$ cat src/include/flash_seq_regs.vh
// Register map, field positions, reset values and timing counts of the flash sequencer
`ifndef FLASH_SEQ_REGS_VH
`define FLASH_SEQ_REGS_VH
`define FS_OFS_CTRL 12'h000
`define FS_OFS_UT0 12'h004
`define FS_OFS_IRQ_STAT 12'h008
`define FS_OFS_IRQ_MASK 12'h00C
`define FS_CTRL_EHV 0
`define FS_CTRL_PSUS 1
`define FS_CTRL_ESUS 2
`define FS_CTRL_ERASE 3
`define FS_CTRL_DONE 8
`define FS_CTRL_RCV 9
`define FS_UT0_AIE 0
`define FS_UT0_INTEGRITY_CHECK_SUSPEND_BIT 1
`define FS_UT0_INTEGRITY_BREAKPOINT_DISABLE 2
`define FS_UT0_MR 3
`define FS_UT0_NREAD_LO 4
`define FS_UT0_NREAD_HI 7
`define FS_UT0_AID 8
`define FS_IRQ_OPDONE 0
`define FS_IRQ_CHKDONE 1
`define FS_IRQ_RCVDONE 2
`define FS_CTRL_RST 4'h0
`define FS_UT0_RST 8'h10
`define FS_IRQ_RST 3'h0
`define FS_CLK_NS 20
`define FS_PSUS_TYP_NS 9400
`define FS_ESUS_TYP_NS 16000
`define FS_ABORT_TYP_NS 16000
`define FS_RCV_MAX_NS 45000
`define FS_AISTOP_MAX_NS 80
`define FS_MRSTOP_MIN_NS 10360
`define FS_PSUS_CYC ((`FS_PSUS_TYP_NS / `FS_CLK_NS) + 4)
`define FS_ESUS_CYC ((`FS_ESUS_TYP_NS / `FS_CLK_NS) + 4)
`define FS_ABORT_CYC ((`FS_ABORT_TYP_NS / `FS_CLK_NS) + 4)
`define FS_RCV_CYC ((`FS_RCV_MAX_NS / `FS_CLK_NS) + 7)
`define FS_AISTOP_CYC ((`FS_AISTOP_MAX_NS / `FS_CLK_NS) + 15)
`define FS_MRSTOP_CYC (((`FS_MRSTOP_MIN_NS + `FS_CLK_NS - 1) / `FS_CLK_NS) + 4)
`define FS_AI_READS 512
`endif

$ cat src/verilog/flash_op_sequencer.v
// Flash program/erase and integrity-check sequencer with APB registers
// How it works
// program suspend sets completion flag within 11.5 us plus four clocks.
// erase suspend sets completion flag within 20.8 us plus four clocks.
// clearing suspend with high voltage enabled resumes; flag drops within 100 ns.
// rising high-voltage enable starts operation and clears completion flag at once.
// falling high-voltage enable aborts; flag set within 20.8 us plus four clocks.
// after low-power exit, operations wait 45 us plus seven clocks recovery.
// rising check enable starts a check and clears check-done at once.
// resuming a suspended or breakpointed check clears check-done at once.
// dropping check enable aborts integrity check; done within 80 ns plus 15 clocks.
// check suspend on integrity check sets done within 80 ns plus 15 clocks.
// dropping check enable aborts margin read; done between 10.36 and 20.42 us.
// check suspend on margin read sets done between 10.36 and 20.42 us.
// 16 KB integrity check takes 512 reads of nread clocks each.
// software polls completion flags before changing controls again.
`timescale 1ns/100ps
`include "flash_seq_regs.vh"
module flash_op_sequencer (
    input wire clk,
    input wire sys_rst,
    input wire psel,
    input wire penable,
    input wire pwrite,
    input wire [11:0] paddr,
    input wire [31:0] pwdata,
    output reg [31:0] prdata,
    output wire pready,
    output wire pslverr,
    input wire low_power_in,
    input wire pe_array_finished,
    input wire ai_mismatch,
    output wire hv_active,
    output wire pe_erase,
    output wire ai_read,
    output wire [8:0] ai_addr,
    output wire irq
);
    localparam integer RCV_I = `FS_RCV_CYC;
    localparam [11:0] RCV_CYC = RCV_I[11:0];
    localparam [2:0] SEL_NONE = 3'h0;
    localparam [2:0] SEL_CTRL = 3'h1;
    localparam [2:0] SEL_UT0 = 3'h2;
    localparam [2:0] SEL_STAT = 3'h3;
    localparam [2:0] SEL_MASK = 3'h4;

    // Control bits of the flash control register
    reg ehv_r;
    reg psus_r;
    reg esus_r;
    reg erase_r;
    // Control bits of the user test register
    reg aie_r;
    reg integrity_check_suspend_bit_r;
    reg integrity_breakpoint_disable_r;
    reg mr_r;
    reg [3:0] nread_r;
    // Interrupt status and mask
    reg [2:0] irq_stat_r;
    reg [2:0] irq_mask_r;
    // Low-power recovery
    reg lp_meta_r;
    reg lp_sync_r;
    reg lp_q_r;
    reg [11:0] rcv_cnt_r;
    reg rcv_busy_r;
    // Edge history for interrupt events
    reg done_q_r;
    reg aid_q_r;

    wire op_done;
    wire integrity_check_done_flag;
    reg [2:0] sel;
    reg ehv_nxt;
    reg psus_nxt;
    reg esus_nxt;
    reg erase_nxt;
    reg aie_nxt;
    reg integrity_check_suspend_bit_nxt;
    reg integrity_breakpoint_disable_nxt;
    reg mr_nxt;
    reg [3:0] nread_nxt;
    reg [2:0] irq_stat_nxt;
    reg [2:0] irq_mask_nxt;
    reg [31:0] rdata_nxt;

    function [2:0] decode;
        input [11:0] a;
        begin
            if (a == `FS_OFS_CTRL) begin
                decode = SEL_CTRL;
            end else if (a == `FS_OFS_UT0) begin
                decode = SEL_UT0;
            end else if (a == `FS_OFS_IRQ_STAT) begin
                decode = SEL_STAT;
            end else if (a == `FS_OFS_IRQ_MASK) begin
                decode = SEL_MASK;
            end else begin
                decode = SEL_NONE;
            end
        end
    endfunction

    // Zero wait states: read data is loaded during the setup cycle
    assign pready = 1'b1;
    assign pslverr = psel && penable && (decode(paddr) == SEL_NONE);

    wire wr_en = psel && penable && pwrite;
    wire rd_setup = psel && !penable && !pwrite;
    // Edge flop covers the cycle before the counter starts, so no start slips in
    wire recovering = lp_sync_r || lp_q_r || rcv_busy_r;

    // Pin is asynchronous to clk, so two flops before use
    always @(posedge clk) begin
        if (sys_rst) begin
            lp_meta_r <= 1'b0;
            lp_sync_r <= 1'b0;
        end else begin
            lp_meta_r <= low_power_in;
            lp_sync_r <= lp_meta_r;
        end
    end

    // Recovery window runs from the low-power exit edge
    always @(posedge clk) begin
        if (sys_rst) begin
            lp_q_r <= 1'b0;
            rcv_cnt_r <= 12'h000;
            rcv_busy_r <= 1'b0;
        end else begin
            lp_q_r <= lp_sync_r;
            if (lp_q_r && !lp_sync_r) begin
                rcv_cnt_r <= RCV_CYC - 12'h001;
                rcv_busy_r <= 1'b1;
            end else if (rcv_busy_r) begin
                if (rcv_cnt_r == 12'h000) begin
                    rcv_busy_r <= 1'b0;
                end else begin
                    rcv_cnt_r <= rcv_cnt_r - 12'h001;
                end
            end
        end
    end

    // Next values of the control bits; engines see them in the write cycle
    always @* begin
        sel = decode(paddr);
        ehv_nxt = ehv_r;
        psus_nxt = psus_r;
        esus_nxt = esus_r;
        erase_nxt = erase_r;
        aie_nxt = aie_r;
        integrity_check_suspend_bit_nxt = integrity_check_suspend_bit_r;
        integrity_breakpoint_disable_nxt = integrity_breakpoint_disable_r;
        mr_nxt = mr_r;
        nread_nxt = nread_r;
        irq_mask_nxt = irq_mask_r;
        irq_stat_nxt = irq_stat_r;
        if (wr_en && sel == SEL_CTRL) begin
            // A start is refused while the array is still recovering
            ehv_nxt = pwdata[`FS_CTRL_EHV] && (ehv_r || !recovering);
            psus_nxt = pwdata[`FS_CTRL_PSUS];
            esus_nxt = pwdata[`FS_CTRL_ESUS];
            // Operation type is frozen while high voltage is on
            if (!ehv_r) begin
                erase_nxt = pwdata[`FS_CTRL_ERASE];
            end
        end else if (wr_en && sel == SEL_UT0) begin
            aie_nxt = pwdata[`FS_UT0_AIE] && (aie_r || !recovering);
            integrity_check_suspend_bit_nxt = pwdata[`FS_UT0_INTEGRITY_CHECK_SUSPEND_BIT];
            integrity_breakpoint_disable_nxt = pwdata[`FS_UT0_INTEGRITY_BREAKPOINT_DISABLE];
            if (!aie_r) begin
                mr_nxt = pwdata[`FS_UT0_MR];
                nread_nxt = pwdata[`FS_UT0_NREAD_HI:`FS_UT0_NREAD_LO];
            end
        end else if (wr_en && sel == SEL_MASK) begin
            irq_mask_nxt = pwdata[2:0];
        end
        if (wr_en && sel == SEL_STAT) begin
            irq_stat_nxt = irq_stat_nxt & ~pwdata[2:0];
        end
        // Set after clear so an event in the clearing cycle survives
        if (op_done && !done_q_r) begin
            irq_stat_nxt[`FS_IRQ_OPDONE] = 1'b1;
        end
        if (integrity_check_done_flag && !aid_q_r) begin
            irq_stat_nxt[`FS_IRQ_CHKDONE] = 1'b1;
        end
        if (rcv_busy_r && rcv_cnt_r == 12'h000) begin
            irq_stat_nxt[`FS_IRQ_RCVDONE] = 1'b1;
        end
    end

    // Read multiplexer; unmapped reads return zero
    always @* begin
        rdata_nxt = 32'h00000000;
        if (sel == SEL_CTRL) begin
            rdata_nxt[`FS_CTRL_EHV] = ehv_r;
            rdata_nxt[`FS_CTRL_PSUS] = psus_r;
            rdata_nxt[`FS_CTRL_ESUS] = esus_r;
            rdata_nxt[`FS_CTRL_ERASE] = erase_r;
            rdata_nxt[`FS_CTRL_DONE] = op_done;
            rdata_nxt[`FS_CTRL_RCV] = recovering;
        end else if (sel == SEL_UT0) begin
            rdata_nxt[`FS_UT0_AIE] = aie_r;
            rdata_nxt[`FS_UT0_INTEGRITY_CHECK_SUSPEND_BIT] = integrity_check_suspend_bit_r;
            rdata_nxt[`FS_UT0_INTEGRITY_BREAKPOINT_DISABLE] = integrity_breakpoint_disable_r;
            rdata_nxt[`FS_UT0_MR] = mr_r;
            rdata_nxt[`FS_UT0_NREAD_HI:`FS_UT0_NREAD_LO] = nread_r;
            rdata_nxt[`FS_UT0_AID] = integrity_check_done_flag;
        end else if (sel == SEL_STAT) begin
            rdata_nxt[2:0] = irq_stat_r;
        end else if (sel == SEL_MASK) begin
            rdata_nxt[2:0] = irq_mask_r;
        end
    end

    always @(posedge clk) begin
        if (sys_rst) begin
            {erase_r, esus_r, psus_r, ehv_r} <= `FS_CTRL_RST;
            {nread_r, mr_r, integrity_breakpoint_disable_r, integrity_check_suspend_bit_r, aie_r} <= `FS_UT0_RST;
            irq_stat_r <= `FS_IRQ_RST;
            irq_mask_r <= `FS_IRQ_RST;
            done_q_r <= 1'b1;
            aid_q_r <= 1'b1;
            prdata <= 32'h00000000;
        end else begin
            ehv_r <= ehv_nxt;
            psus_r <= psus_nxt;
            esus_r <= esus_nxt;
            erase_r <= erase_nxt;
            aie_r <= aie_nxt;
            integrity_check_suspend_bit_r <= integrity_check_suspend_bit_nxt;
            integrity_breakpoint_disable_r <= integrity_breakpoint_disable_nxt;
            mr_r <= mr_nxt;
            nread_r <= nread_nxt;
            irq_stat_r <= irq_stat_nxt;
            irq_mask_r <= irq_mask_nxt;
            done_q_r <= op_done;
            aid_q_r <= integrity_check_done_flag;
            if (rd_setup) begin
                prdata <= rdata_nxt;
            end
        end
    end

    assign irq = |(irq_stat_r & irq_mask_r);
    assign pe_erase = erase_r;

    // Completion flags clear at the same edge as the control write
    pe_engine u_pe (
        .clk(clk),
        .sys_rst(sys_rst),
        .ehv_nxt(ehv_nxt),
        .psus_nxt(psus_nxt),
        .esus_nxt(esus_nxt),
        .erase_nxt(erase_nxt),
        .array_finished(pe_array_finished),
        .done_r(op_done),
        .hv_active(hv_active)
    );

    integrity_checker u_chk (
        .clk(clk),
        .sys_rst(sys_rst),
        .aie_nxt(aie_nxt),
        .integrity_check_suspend_bit_nxt(integrity_check_suspend_bit_nxt),
        .integrity_breakpoint_disable_nxt(integrity_breakpoint_disable_nxt),
        .mode_mr(mr_r),
        .nread(nread_r),
        .mismatch(ai_mismatch),
        .aid_r(integrity_check_done_flag),
        .read_r(ai_read),
        .addr_r(ai_addr)
    );
endmodule

$ cat src/verilog/pe_engine.v
// Program/erase sequencer: start, suspend, resume, abort and completion flag
`timescale 1ns/100ps
`include "flash_seq_regs.vh"
module pe_engine (
    input wire clk,
    input wire sys_rst,
    input wire ehv_nxt,
    input wire psus_nxt,
    input wire esus_nxt,
    input wire erase_nxt,
    input wire array_finished,
    output reg done_r,
    output wire hv_active
);
    localparam [2:0] S_IDLE = 3'h0;
    localparam [2:0] S_RUN = 3'h1;
    localparam [2:0] S_SUSW = 3'h2;
    localparam [2:0] S_SUSP = 3'h3;
    localparam [2:0] S_ABW = 3'h4;
    localparam integer PSUS_I = `FS_PSUS_CYC;
    localparam integer ESUS_I = `FS_ESUS_CYC;
    localparam integer ABORT_I = `FS_ABORT_CYC;
    localparam [11:0] PSUS_CYC = PSUS_I[11:0];
    localparam [11:0] ESUS_CYC = ESUS_I[11:0];
    localparam [11:0] ABORT_CYC = ABORT_I[11:0];
    reg [2:0] state_r;
    reg ehv_q_r;
    reg sus_q_r;
    reg [11:0] cnt_r;
    wire sus_nxt = erase_nxt ? esus_nxt : psus_nxt;
    assign hv_active = (state_r == S_RUN);
    always @(posedge clk) begin
        if (sys_rst) begin
            state_r <= S_IDLE;
            ehv_q_r <= 1'b0;
            sus_q_r <= 1'b0;
            cnt_r <= 12'h000;
            done_r <= 1'b1;
        end else begin
            ehv_q_r <= ehv_nxt;
            sus_q_r <= sus_nxt;
            case (state_r)
                S_IDLE: begin
                    if (ehv_nxt && !ehv_q_r) begin
                        done_r <= 1'b0;
                        state_r <= S_RUN;
                    end
                end
                S_RUN: begin
                    if (!ehv_nxt) begin
                        cnt_r <= ABORT_CYC - 12'h001;
                        state_r <= S_ABW;
                    end else if (sus_nxt && !sus_q_r) begin
                        cnt_r <= (erase_nxt ? ESUS_CYC : PSUS_CYC) - 12'h001;
                        state_r <= S_SUSW;
                    end else if (array_finished) begin
                        done_r <= 1'b1;
                        state_r <= S_IDLE;
                    end
                end
                S_SUSW, S_ABW: begin
                    if (cnt_r == 12'h000) begin
                        done_r <= 1'b1;
                        state_r <= (state_r == S_ABW) ? S_IDLE : S_SUSP;
                    end else begin
                        cnt_r <= cnt_r - 12'h001;
                    end
                end
                S_SUSP: begin
                    if (!ehv_nxt) begin
                        state_r <= S_IDLE;
                    end else if (!sus_nxt) begin
                        done_r <= 1'b0;
                        state_r <= S_RUN;
                    end
                end
                default: state_r <= S_IDLE;
            endcase
        end
    end
endmodule

$ cat src/verilog/integrity_checker.v
// Margin read and array integrity checker with suspend, breakpoint and abort
`timescale 1ns/100ps
`include "flash_seq_regs.vh"
module integrity_checker (
    input wire clk,
    input wire sys_rst,
    input wire aie_nxt,
    input wire integrity_check_suspend_bit_nxt,
    input wire integrity_breakpoint_disable_nxt,
    input wire mode_mr,
    input wire [3:0] nread,
    input wire mismatch,
    output reg aid_r,
    output reg read_r,
    output reg [8:0] addr_r
);
    localparam [1:0] C_IDLE = 2'h0;
    localparam [1:0] C_RUN = 2'h1;
    localparam [1:0] C_STW = 2'h2;
    localparam [1:0] C_PAUSE = 2'h3;
    localparam integer AISTOP_I = `FS_AISTOP_CYC;
    localparam integer MRSTOP_I = `FS_MRSTOP_CYC;
    localparam integer LAST_I = `FS_AI_READS - 1;
    localparam [9:0] AISTOP_CYC = AISTOP_I[9:0];
    localparam [9:0] MRSTOP_CYC = MRSTOP_I[9:0];
    localparam [8:0] LAST_ADDR = LAST_I[8:0];
    reg [1:0] state_r;
    reg aie_q_r;
    reg sus_q_r;
    reg bp_q_r;
    reg abort_r;
    reg [9:0] cnt_r;
    reg [3:0] rd_cnt_r;
    // Next read position; addr_r shows the address of the read just issued
    reg [8:0] pos_r;
    wire [3:0] nread_eff = (nread == 4'h0) ? 4'h1 : nread;
    wire read_now = (rd_cnt_r == nread_eff - 4'h1);
    always @(posedge clk) begin
        if (sys_rst) begin
            state_r <= C_IDLE;
            aie_q_r <= 1'b0;
            sus_q_r <= 1'b0;
            bp_q_r <= 1'b0;
            abort_r <= 1'b0;
            cnt_r <= 10'h000;
            rd_cnt_r <= 4'h0;
            aid_r <= 1'b1;
            read_r <= 1'b0;
            addr_r <= 9'h000;
            pos_r <= 9'h000;
        end else begin
            aie_q_r <= aie_nxt;
            sus_q_r <= integrity_check_suspend_bit_nxt;
            bp_q_r <= integrity_breakpoint_disable_nxt;
            read_r <= 1'b0;
            case (state_r)
                C_IDLE: begin
                    if (aie_nxt && !aie_q_r) begin
                        aid_r <= 1'b0;
                        pos_r <= 9'h000;
                        rd_cnt_r <= 4'h0;
                        state_r <= C_RUN;
                    end
                end
                C_RUN: begin
                    if (!aie_nxt || (integrity_check_suspend_bit_nxt && !sus_q_r)) begin
                        abort_r <= !aie_nxt;
                        cnt_r <= (mode_mr ? MRSTOP_CYC : AISTOP_CYC) - 10'h001;
                        state_r <= C_STW;
                    end else if (mismatch && integrity_breakpoint_disable_nxt) begin
                        aid_r <= 1'b1;
                        state_r <= C_PAUSE;
                    end else if (read_now) begin
                        read_r <= 1'b1;
                        rd_cnt_r <= 4'h0;
                        addr_r <= pos_r;
                        if (pos_r == LAST_ADDR) begin
                            aid_r <= 1'b1;
                            state_r <= C_IDLE;
                        end else begin
                            pos_r <= pos_r + 9'h001;
                        end
                    end else begin
                        rd_cnt_r <= rd_cnt_r + 4'h1;
                    end
                end
                C_STW: begin
                    if (cnt_r == 10'h000) begin
                        aid_r <= 1'b1;
                        state_r <= abort_r ? C_IDLE : C_PAUSE;
                    end else begin
                        cnt_r <= cnt_r - 10'h001;
                    end
                end
                C_PAUSE: begin
                    if (!aie_nxt) begin
                        state_r <= C_IDLE;
                    end else if ((sus_q_r && !integrity_check_suspend_bit_nxt) || (bp_q_r && !integrity_breakpoint_disable_nxt)) begin
                        aid_r <= 1'b0;
                        rd_cnt_r <= 4'h0;
                        state_r <= C_RUN;
                    end
                end
                default: state_r <= C_IDLE;
            endcase
        end
    end
endmodule

$ cat config.mk
export PLATFORM = sky130hd
export DESIGN_NAME = flash_op_sequencer
export DESIGN_NICKNAME = d
export VERILOG_FILES = /design/src/verilog/flash_op_sequencer.v /design/src/verilog/pe_engine.v /design/src/verilog/integrity_checker.v
export VERILOG_INCLUDE_DIRS = /design/src /design/src/include
export SDC_FILE = /design/constraint.sdc
export NUM_CORES = 1
export LEC_CHECK = 0
export BUFFER_PORTS_ARGS = -buffer_cell sky130_fd_sc_hd__buf_2
export CAP_MARGIN = 20
export CORE_MARGIN = 4
export CORE_UTILIZATION = 48
export CTS_BUF_LIST = sky130_fd_sc_hd__clkbuf_4
export CTS_CLUSTER_DIAMETER = 50
export DETAILED_ROUTE_END_ITERATION = 8
export PLACE_DENSITY = 0.72
export SLEW_MARGIN = 20
export SYNTH_ARGS = -nofsm -noshare
export SYNTH_HDL_FRONTEND = slang
export SYNTH_SLANG_ARGS = --single-unit
$ cat constraint.sdc
create_clock -name clk -period 5 [get_ports clk]
set_clock_uncertainty 0.15 [all_clocks]
set_input_delay 1 -clock clk [delete_from_list [all_inputs] [get_ports clk]]
set_output_delay 1 -clock clk [all_outputs]
set_load 0.01 [all_outputs]
Word level (Yosys, flattened, before mapping). Index checks and enable logic that the tools add are counted.

Register bits: 100. Output and inout port bits: 47.

Add/sub/neg operators: 8. Reductions and logical operators: 76. Multiplexer cells: 94. Bitwise gates (word level): 10. Eq/ne operators: 43.

Operator list (count): two-way mux 12 bit (6); two-way mux 3 bit (15); two-way mux 9 bit (5); two-way mux 10 bit (4); zero test 12 bit (3); two-way mux 1 bit (36); two-way mux 4 bit (9); subtractor 12 x 1 -> 12 bit, second input constant (3); equality test 12 x 4 -> 1 bit, second input constant (2); case mux 12 bit (2 select lines) (1); logical AND 1 bit (22); two-way mux 2 bit (10); inequality test 2 x 1 -> 1 bit, second input constant (10); case mux 10 bit (2 select lines) (1); subtractor 10 x 1 -> 10 bit, second input constant (2); inequality test 2 bit, second input constant (9); case mux 9 bit (2 select lines) (1); nonzero test 2 bit (7); zero test 1 bit (13); equality test 12 x 3 -> 1 bit, second input constant (1); equality test 3 x 2 -> 1 bit, second input constant (4); case mux 3 bit (4 select lines) (1); case mux 4 bit (3 select lines) (1); AND reduction 3 bit (4); 35 further kinds (61).

Logic depth before layout (Yosys ltp). Gate-level depths: netlist of the first run.

Depth in word-level cells: 15. Mapped depth: 11. Depth with buffers taken out: 10.

Cells and area by module. A second synthesis of the first run with hierarchy kept.

Cell total of the unflattened synthesis: 674. Area total of the unflattened synthesis: 5778.0 µm².

Modules (own cells, without submodules): flash_op_sequencer (sequential area each 920.9 µm², area each 2327.2 µm², cells an instance 265, instances 1); integrity_checker (sequential area each 800.8 µm², area each 2307.2 µm², cells an instance 266, instances 1); pe_engine (sequential area each 360.3 µm², area each 1143.6 µm², cells an instance 143, instances 1).

Worst setup path before layout of the first run. OpenSTA, ideal clock, no wires.

Kind: input-to-reg. From: in paddr[9]. To: reg u_chk.pos_r[3]. Setup slack: 1.213 ns. Buffers on the path: 1. Arrival time: 3.566 ns. Stages: 8. Required time: 4.779 ns. Path through: or4_4 -> nor4_4 -> a21oi_2 -> or2_1 -> buf_6 -> o41a_4 -> or4_1 -> a21oi_1.

Longest elaborated chain between the ends: 13. Elaborated cells between the ends (all ways): 27. Classes of those cells: eq/ne (8); mux (10); reduce/logical (9).

Ends and longest elaborated chain: from (decl) (RTL line flash_op_sequencer.v:25) `input wire [11:0] paddr,`; equality test 12 x 4 -> 1 bit (no source line); two-way mux 3 bit (RTL line flash_op_sequencer.v:96) `` end else if (a == `FS_OFS_IRQ_MASK) begin ``; two-way mux 3 bit (RTL line flash_op_sequencer.v:94) `` end else if (a == `FS_OFS_IRQ_STAT) begin ``; two-way mux 3 bit (RTL line flash_op_sequencer.v:92) `` end else if (a == `FS_OFS_UT0) begin ``; two-way mux 3 bit * (RTL line flash_op_sequencer.v:90) `` if (a == `FS_OFS_CTRL) begin ``; equality test 3 x 2 -> 1 bit (RTL line flash_op_sequencer.v:168) `end else if (wr_en && sel == SEL_UT0) begin`; logical AND 1 bit (RTL line flash_op_sequencer.v:168); two-way mux 1 bit (RTL line flash_op_sequencer.v:168); two-way mux 1 bit (RTL line flash_op_sequencer.v:159) `if (wr_en && sel == SEL_CTRL) begin`; zero test 1 bit / logical AND 1 bit (equally long branches) (RTL line integrity_checker.v:66) `if (!aie_nxt || (integrity_check_suspend_bit_nxt && !sus_q_r)) begin`; logical OR 1 bit (RTL line integrity_checker.v:66); inequality test 2 bit (no source line); AND reduction 6 bit (no source line) *; to (signal assigned) (RTL line integrity_checker.v:81) `pos_r <= pos_r + 9'h001;`; to (decl) (RTL line integrity_checker.v:35) `reg [8:0] pos_r;`.

Every way passes the cells marked *; elsewhere a longest branch is shown, timed or not. A chain may end at the register's enable or synchronous reset.

Worst setup path in the final report of the first run.
From: in paddr[9]. To: reg u_chk.pos_r[0].

Same word-level chain as after synthesis.

==> results of run 1 <==
==> power by group through the flow <==
stage	Combinational [mW]	Sequential (mW)	Clock, mW
floorplan	0.179	0.850	0
global placement	0.219	0.854	0
detailed placement	0.226	0.856	0
CTS	0.227	0.838	0.441
global route	0.259	0.842	0.474
finish	0.230	0.839	0.427
==> worst reg2reg max path, cell delays in order (launching register included) <==
cell     delay, ns
dfxtp_1       0.36
nor3_1        0.74
nand2_1       0.30
o21ai_1       0.39
nand2_1       0.16
a211o_1       0.36
or4_1         0.52
a21oi_1       0.15
==> cells by family after synthesis <==
group           after synthesis  synth area share
other cells                   2           0.00135
buf+inv                      73            0.0673
xor+xnor                     14            0.0221
mux                          30            0.0544
simple gates                281             0.261
compound gates              176             0.206
flops                       100             0.361
fa+ha+maj                    12            0.0271
==> cells in the final DEF (no fill, tap or decap), types with 3 or more instances in the layout <==
| master | instances |
|---|---|
| a211oi_1 | 7 |
| a21o_1 | 5 |
| a21oi_1 | 60 |
| a221oi_1 | 7 |
| a22oi_1 | 6 |
| a311oi_1 | 3 |
| and2_1 | 10 |
| and3_1 | 3 |
| buf_2 | 51 |
| buf_4 | 7 |
| clkbuf_4 | 10 |
| clkinvlp_4 | 3 |
| conb_1 | 23 |
| dfxtp_1 | 100 |
| ha_1 | 12 |
| inv_1 | 27 |
| mux2i_1 | 29 |
| nand2_1 | 59 |
| nand2b_1 | 13 |
| nand3_1 | 14 |
| nand3b_1 | 3 |
| nand4_1 | 9 |
| nor2_1 | 82 |
| nor2b_1 | 13 |
| nor3_1 | 15 |
| nor3b_1 | 3 |
| nor4_1 | 11 |
| o21a_1 | 3 |
| o21ai_0 | 39 |
| o221ai_1 | 3 |
| o22ai_1 | 4 |
| o31ai_1 | 5 |
| o32ai_1 | 3 |
| o41ai_1 | 4 |
| or2_2 | 10 |
| or3_1 | 15 |
| or4_1 | 7 |
| xnor2_1 | 5 |
| xor2_1 | 9 |
==> final timing paths <==
check,start,endpoint,cells past startpoint,slack (ns)
worst max-delay path,paddr[9],u_chk.pos_r[0]$_SDFFE_PP0P_,9,1.19
worst min-delay path,prdata[4]$_SDFFE_PP0P_,prdata[4]$_SDFFE_PP0P_,2,0.31
worst max register to register,rcv_busy_r$_SDFF_PP0_,u_chk.rd_cnt_r[3]$_SDFFE_PP0P_,7,1.81
worst min register to register,prdata[4]$_SDFFE_PP0P_,prdata[4]$_SDFFE_PP0P_,2,0.31
==> registers in the layout (all words and copies together) (netlist names), 2 cells and up <==
register        flops
irq_mask_r          3
irq_stat_r          3
nread_r             4
prdata             10
rcv_cnt_r          12
u_chk.addr_r        9
u_chk.cnt_r        10
u_chk.pos_r         9
u_chk.rd_cnt_r      4
u_chk.state_r       2
u_pe.cnt_r         12
u_pe.state_r        3
==> layout make-up <==
type                            instances  area (um2)  share of cell area
Clock buffer                           10        75.1              0.0126
Clock inverter                          6        65.1              0.0109
Inverter                               28         105              0.0176
Multi-Input combinational cell        536        3250               0.543
Sequential cell                       100        2000               0.335
Tap cell                              140         175              0.0293
Timing Repair Buffer                   58         308              0.0515
==> per-layer routing <==
| metal | vias to the layer above | global-route usage |
|---|---|---|
| met5 | - | 0 |
| met1 | 2434 | 0.262 |
| li1 | 2538 | - |
| met3 | 19 | 0.0360 |
| met2 | 138 | 0.334 |
| met4 | 0 | 0.0610 |
==> impl_metrics.py, run 1 <==
metrics = {
    "status": {
        "outcome": "finished clean",
    },
    "cts": {
        "numCtsBuffers": 9,
        "cts_tree": "yes",
        "holdBufCountCts": 0,
        "post_cts_buffers": 0,
        "clk_transition_reported_paths_ns": 0.16,
        "cts.sinks": 100,
        "cts_htree_levels": 3,
        "clockBufferDepth": 2,
        "cts-root-buf": "clkbuf_4",
        "cts_resized": 0,
        "clk_latency_ns": 0.46,
    },
    "min_path": {
        "min_path_type": "reg2reg",
    },
    "grt": {
        "antenna_found_initial": 0,
        "track_usage": 0.199,
        "overflow": 0,
        "grt_pass1_wl_mm": 21.9,
        "grt_max_degree": 77,
        "grt_pass1_vias": 4748,
    },
    "setup_path": {
        "cp_slowest_stage_delay_ns": 0.56,
        "critPathTopFamily": "simple AND/OR/NAND/NOR gates",
        "path_max_fanout": 12,
        "arrival_ns": 4.08,
        "cp-start-kind": "input port",
        "worst_ep_required_time_ns": 5.27,
        "slowest_stage": "or4_4",
        "crit_buf_inv": 2,
        "crit_chain": "buf_2 -> or4_4 -> nor4_4 -> a21oi_2 -> or2_1 -> or3_1 -> buf_4 -> nor4_1 -> mux2_2",
        "end_kind": "flop",
        "critPathKind": "in2reg",
    },
    "route": {
        "drt-met1-wl_mm": 6.04,
        "vias": 5129,
        "wl_per_cell_um": 15.1,
        "vias_per_cell": 5.84,
        "drc_errors": 0,
        "highest_layer": "met4",
        "ant_nets": 0,
        "dr_wl_met3_um": 604,
        "drt_iter0_drc": 253,
        "wl_met2_mm": 6.39,
        "drt_first_pass_iters": 5,
        "wl_mm": 13.3,
    },
    "synth": {
        "synthCells": 688,
        "synth.most_common_cell": "dfxtp_1",
        "synth_top_area_share": 0.361,
        "syn_area_per_cell_um2": 8.06,
        "yosysUniqueCellTypes": 73,
        "ys_seq_area_frac": 0.361,
        "synth-async-reset-ratio": 0,
        "synth-edff-count": 0,
        "ys_top_cells_by_count": "dfxtp_1 (100), nor2_1 (82), a21oi_1 (60), nand2_1 (59), o21ai_0 (39)",
        "netlist_area_mm2": 0.00554,
        "synth_area_leader_cell": "dfxtp_1",
        "synthTopCellsByArea": "dfxtp_1 (36%), nor2_1 (5.6%), a21oi_1 (5.4%), mux2i_1 (5.2%), nand2_1 (4.0%)",
        "yosysWarnings": 0,
        "ys_ff_latch": 100,
        "ys.flop_type": "dfxtp_1",
    },
    "sta": {
        "post-route-worst-setup-slack_ns": 1.19,
        "setup_tns_ns": 0,
        "worst_slew_pin_slew_ns": 0.980,
        "hold_slack_ns": 0.309,
        "slew_headroom": 0.338,
        "post-route-min-period_ns": 3.81,
        "finalSetupViolCount": 0,
        "rsz0062_at_grt": "false",
        "fmax_ghz": 0.262,
        "hold_viol_final": 0,
        "slew_violations": 0,
        "finalCritPeriodShare": 0.762,
    },
    "placed_design": {
        "routabilityCongestion": 0.915,
        "placed_area_mm2": 0.00584,
        "hpwl_mm": 9.69,
        "io_buffers": 51,
        "place_ws_ns": 0.711,
        "placedCellCount": 862,
    },
    "floorplanning": {
        "die_w_um": 115,
        "dieArea_mm2": 0.0133,
        "die_h_um": 115,
        "ios": 99,
        "rows": 38,
        "core-area_mm2": 0.0111,
        "initial_core_util": 0.500,
    },
    "cells_and_area": {
        "drive_gt1_frac": 0.130,
        "nets": 797,
        "stdcell_count": 878,
        "areaGrowthSynthToFinish_pct": 7.83,
        "final_core_util": 0.540,
        "antenna_cells": 0,
        "fin_area_mm2": 0.00598,
        "fill_cells": 1058,
    },
    "flow_run": {
        "cap_violations": 0,
    },
    "power": {
        "power_switching_mw": 0.438,
        "power_density_mw_per_mm2": 250,
        "swShare": 0.293,
        "clkPwrFrac": 0.286,
        "combPwrFrac": 0.154,
        "p_int_mw": 1.06,
        "power_mw": 1.50,
        "p_seq_frac": 0.561,
        "vdd_drop_max_mv": 0.167,
        "p_leak_nw": 2.37,
    },
}
Note: power is estimated with default switching activity, not from simulation.
==> run 2: changes to the inputs <==
--- a/config.mk
+++ b/config.mk
@@ -6,6 +6,7 @@
 export SDC_FILE = /design/constraint.sdc
 export NUM_CORES = 1
 export LEC_CHECK = 0
+export ABC_AREA = 1
 export BUFFER_PORTS_ARGS = -buffer_cell sky130_fd_sc_hd__buf_2
 export CAP_MARGIN = 20
 export CORE_MARGIN = 4
@@ -13,7 +14,7 @@
 export CTS_BUF_LIST = sky130_fd_sc_hd__clkbuf_4
 export CTS_CLUSTER_DIAMETER = 50
 export DETAILED_ROUTE_END_ITERATION = 8
-export PLACE_DENSITY = 0.72
+export PLACE_DENSITY = 0.74
 export SLEW_MARGIN = 20
 export SYNTH_ARGS = -nofsm -noshare
 export SYNTH_HDL_FRONTEND = slang
==> constraint.sdc (replaced) <==
create_clock -name clk -period 3.1 [get_ports clk]
set_clock_uncertainty 0.15 [all_clocks]
set_input_delay 0.62 -clock clk [delete_from_list [all_inputs] [get_ports clk]]
set_output_delay 0.62 -clock clk [all_outputs]
set_load 0.01 [all_outputs]
==> impl_metrics.py, run 2 <==
metrics = {
    "sta": {
        "rsz0062_at_grt": "false",
        "hold_viol_final": 0,
        "finalCritPeriodShare": 0.825,
        "post-route-worst-setup-slack_ns": 0.543,
        "worst_slew_pin_slew_ns": 0.560,
        "slew_violations": 0,
        "finalSetupViolCount": 0,
        "post-route-min-period_ns": 2.56,
        "slew_headroom": 0.626,
        "setup_tns_ns": 0,
        "fmax_ghz": 0.391,
    },
    "route": {
        "drc_errors": 0,
        "vias_per_cell": 4.92,
        "wl_mm": 11.9,
        "drt_first_pass_iters": 4,
        "drt_iter0_drc": 285,
        "vias": 5103,
        "ant_nets": 0,
        "wl_per_cell_um": 11.5,
    },
    "min_path": {
        "min_path_type": "in2reg",
    },
    "floorplanning": {
        "ios": 99,
        "initial_core_util": 0.491,
        "dieArea_mm2": 0.0141,
        "die_h_um": 119,
        "rows": 40,
        "die_w_um": 119,
        "core-area_mm2": 0.0120,
    },
    "grt": {
        "global_route.usage.met2": 0.294,
        "use_met3": 0.0437,
        "antenna_found_initial": 0,
        "overflow": 0,
        "grtUsageMet1": 0.232,
        "grt_pass1_wl_mm": 21.1,
        "grt_pass1_vias": 4746,
        "top_usage_layer": "met2",
        "grt_max_degree": 42,
        "track_usage": 0.178,
    },
    "cells_and_area": {
        "final_cell_mix": "nand2_1 (156), nor2_1 (111), dfxtp_1 (100), inv_1 (97), o21ai_0 (61)",
        "areaGrowthSynthToFinish_pct": 7.77,
        "antenna_cells": 0,
        "drive_gt1_frac": 0.171,
        "nets": 949,
        "top_regs": "rcv_cnt_r x12, u_pe.cnt_r x12",
        "final_core_util": 0.529,
        "final_common_cell": "nand2_1",
    },
    "placed_design": {
        "hpwl_mm": 8.90,
        "io_buffers": 51,
        "routabilityCongestion": 0.870,
        "place_ws_ns": 0.443,
    },
    "cts": {
        "cts_htree_levels": 3,
        "clk_latency_ns": 0.50,
        "cts_resized": 0,
        "holdBufCountCts": 0,
        "clockBufferDepth": 2,
        "cts.sinks": 100,
        "numCtsBuffers": 9,
        "cts_tree": "yes",
        "cts-root-buf": "clkbuf_4",
        "clk_transition_reported_paths_ns": 0.16,
        "post_cts_buffers": 0,
    },
    "power": {
        "p_int_mw": 2.46,
        "swShare": 0.411,
        "p_seq_frac": 0.386,
        "vdd_drop_max_mv": 0.447,
        "power_density_mw_per_mm2": 658,
        "clkPwrFrac": 0.209,
        "power_mw": 4.18,
        "power_switching_mw": 1.72,
        "p_leak_nw": 2.78,
        "combPwrFrac": 0.404,
    },
    "synth": {
        "syn_area_per_cell_um2": 7.02,
        "synthCells": 840,
        "synthTopCellsByArea": "dfxtp_1 (34%), nand2_1 (9.9%), nor2_1 (7.1%), inv_1 (6.2%), o21ai_0 (5.2%)",
        "synth_area_leader_cell": "dfxtp_1",
        "yosysWarnings": 0,
        "ys_ff_latch": 100,
        "synth.most_common_cell": "nand2_1",
        "synth-async-reset-ratio": 0,
        "synth_top_area_share": 0.340,
        "ys_seq_area_frac": 0.340,
        "yosysUniqueCellTypes": 52,
        "synth-edff-count": 0,
        "ys.flop_type": "dfxtp_1",
        "netlist_area_mm2": 0.00589,
        "ys_top_cells_by_count": "nand2_1 (156), nor2_1 (111), dfxtp_1 (100), inv_1 (97), o21ai_0 (61)",
    },
    "setup_path": {
        "end_kind": "flop",
        "slowest_stage": "ha_1",
        "path_max_fanout": 11,
        "cp_slowest_stage_delay_ns": 0.41,
        "cp-start-kind": "flop",
        "critPathKind": "reg2reg",
        "crit_chain": "inv_1 -> ha_1 -> inv_4 -> nand2_2 -> o21ai_1 -> nor2_1 -> nand3_1 -> nor2_2 -> nand2_1 -> nand2_1 -> inv_1 -> nand2_4 -> inv_2 -> o21ai_0 -> a21oi_1",
        "arrival_ns": 2.80,
        "worst_ep_required_time_ns": 3.34,
    },
    "flow_run": {
        "cap_violations": 0,
    },
    "status": {
        "outcome": "finished clean",
    },
}
-- run 2: layout make-up --
type                            instances  area [um2]
Sequential cell                       100        2000
Multi-Input combinational cell        610        3250
Fill cell                            1185        5660
Clock buffer                            9        67.6
Tap cell                              147         184
Clock inverter                          7         123
Inverter                              108         419
Timing Repair Buffer                   56         305
-- run 2: cells by family after synthesis --
kind of cell / synth area share
and+or+nand+nor: 0.339
buffers and inverters: 0.122
AOI/OAI and AO/OA: 0.140
DFF: 0.340
xor gates and xnor gates: 0.0327
adders and majority gates: 0.0255
other: 0.00127
-- run 2: critical path, delay by kind of cell, from the launching register on --
kind	cells	cell delay (ns)
flops	1	0.36
simple gates	7	0.83
buf+inv	4	0.39
fa+ha+maj	1	0.41
compound gates	3	0.33
-- run 2: metal layers --
layer | vias to the layer above | routed length (um)
met5 | - | 0
li1 | 2760 | -
met2 | 85 | 5430
met3 | 15 | 498
met4 | 0 | 138
met1 | 2243 | 5820
-- run 2: stage by stage --
stage / instances / hold slack (ns) / instance area [um2]
global placement: 1021 / 0.240 / 6160
floorplan: 861 / 0.238 / 5970
detailed placement: 1021 / 0.249 / 6160
global route: 1037 / 0.157 / 6350
finish: 1037 / 0.199 / 6350
CTS: 1037 / 0.152 / 6350
-- run 2: worst paths after layout --
path                                               endpoint                     startpoint  cells after the start  slack (ns)
worst max-delay path            u_chk.cnt_r[1]$_SDFFE_PP0P_  u_chk.state_r[0]$_SDFFE_PP0P_                     15        0.54
worst min-delay path                nread_r[0]$_SDFFE_PP1P_                      pwdata[4]                      3        0.20
worst max register to register  u_chk.cnt_r[1]$_SDFFE_PP0P_  u_chk.state_r[0]$_SDFFE_PP0P_                     15        0.54
worst min register to register         lp_sync_r$_SDFF_PP0_           lp_meta_r$_SDFF_PP0_                      2        0.27
-- run 2: power by group through the flow --
stage               Combinational (mW)  Sequential [mW]  Clock (mW)
floorplan                         1.47             1.60           0
global placement                  1.67             1.64           0
detailed placement                1.69             1.64           0
CTS                               1.70             1.61       0.904
global route                      1.98             1.64       0.950
finish                            1.69             1.61       0.875
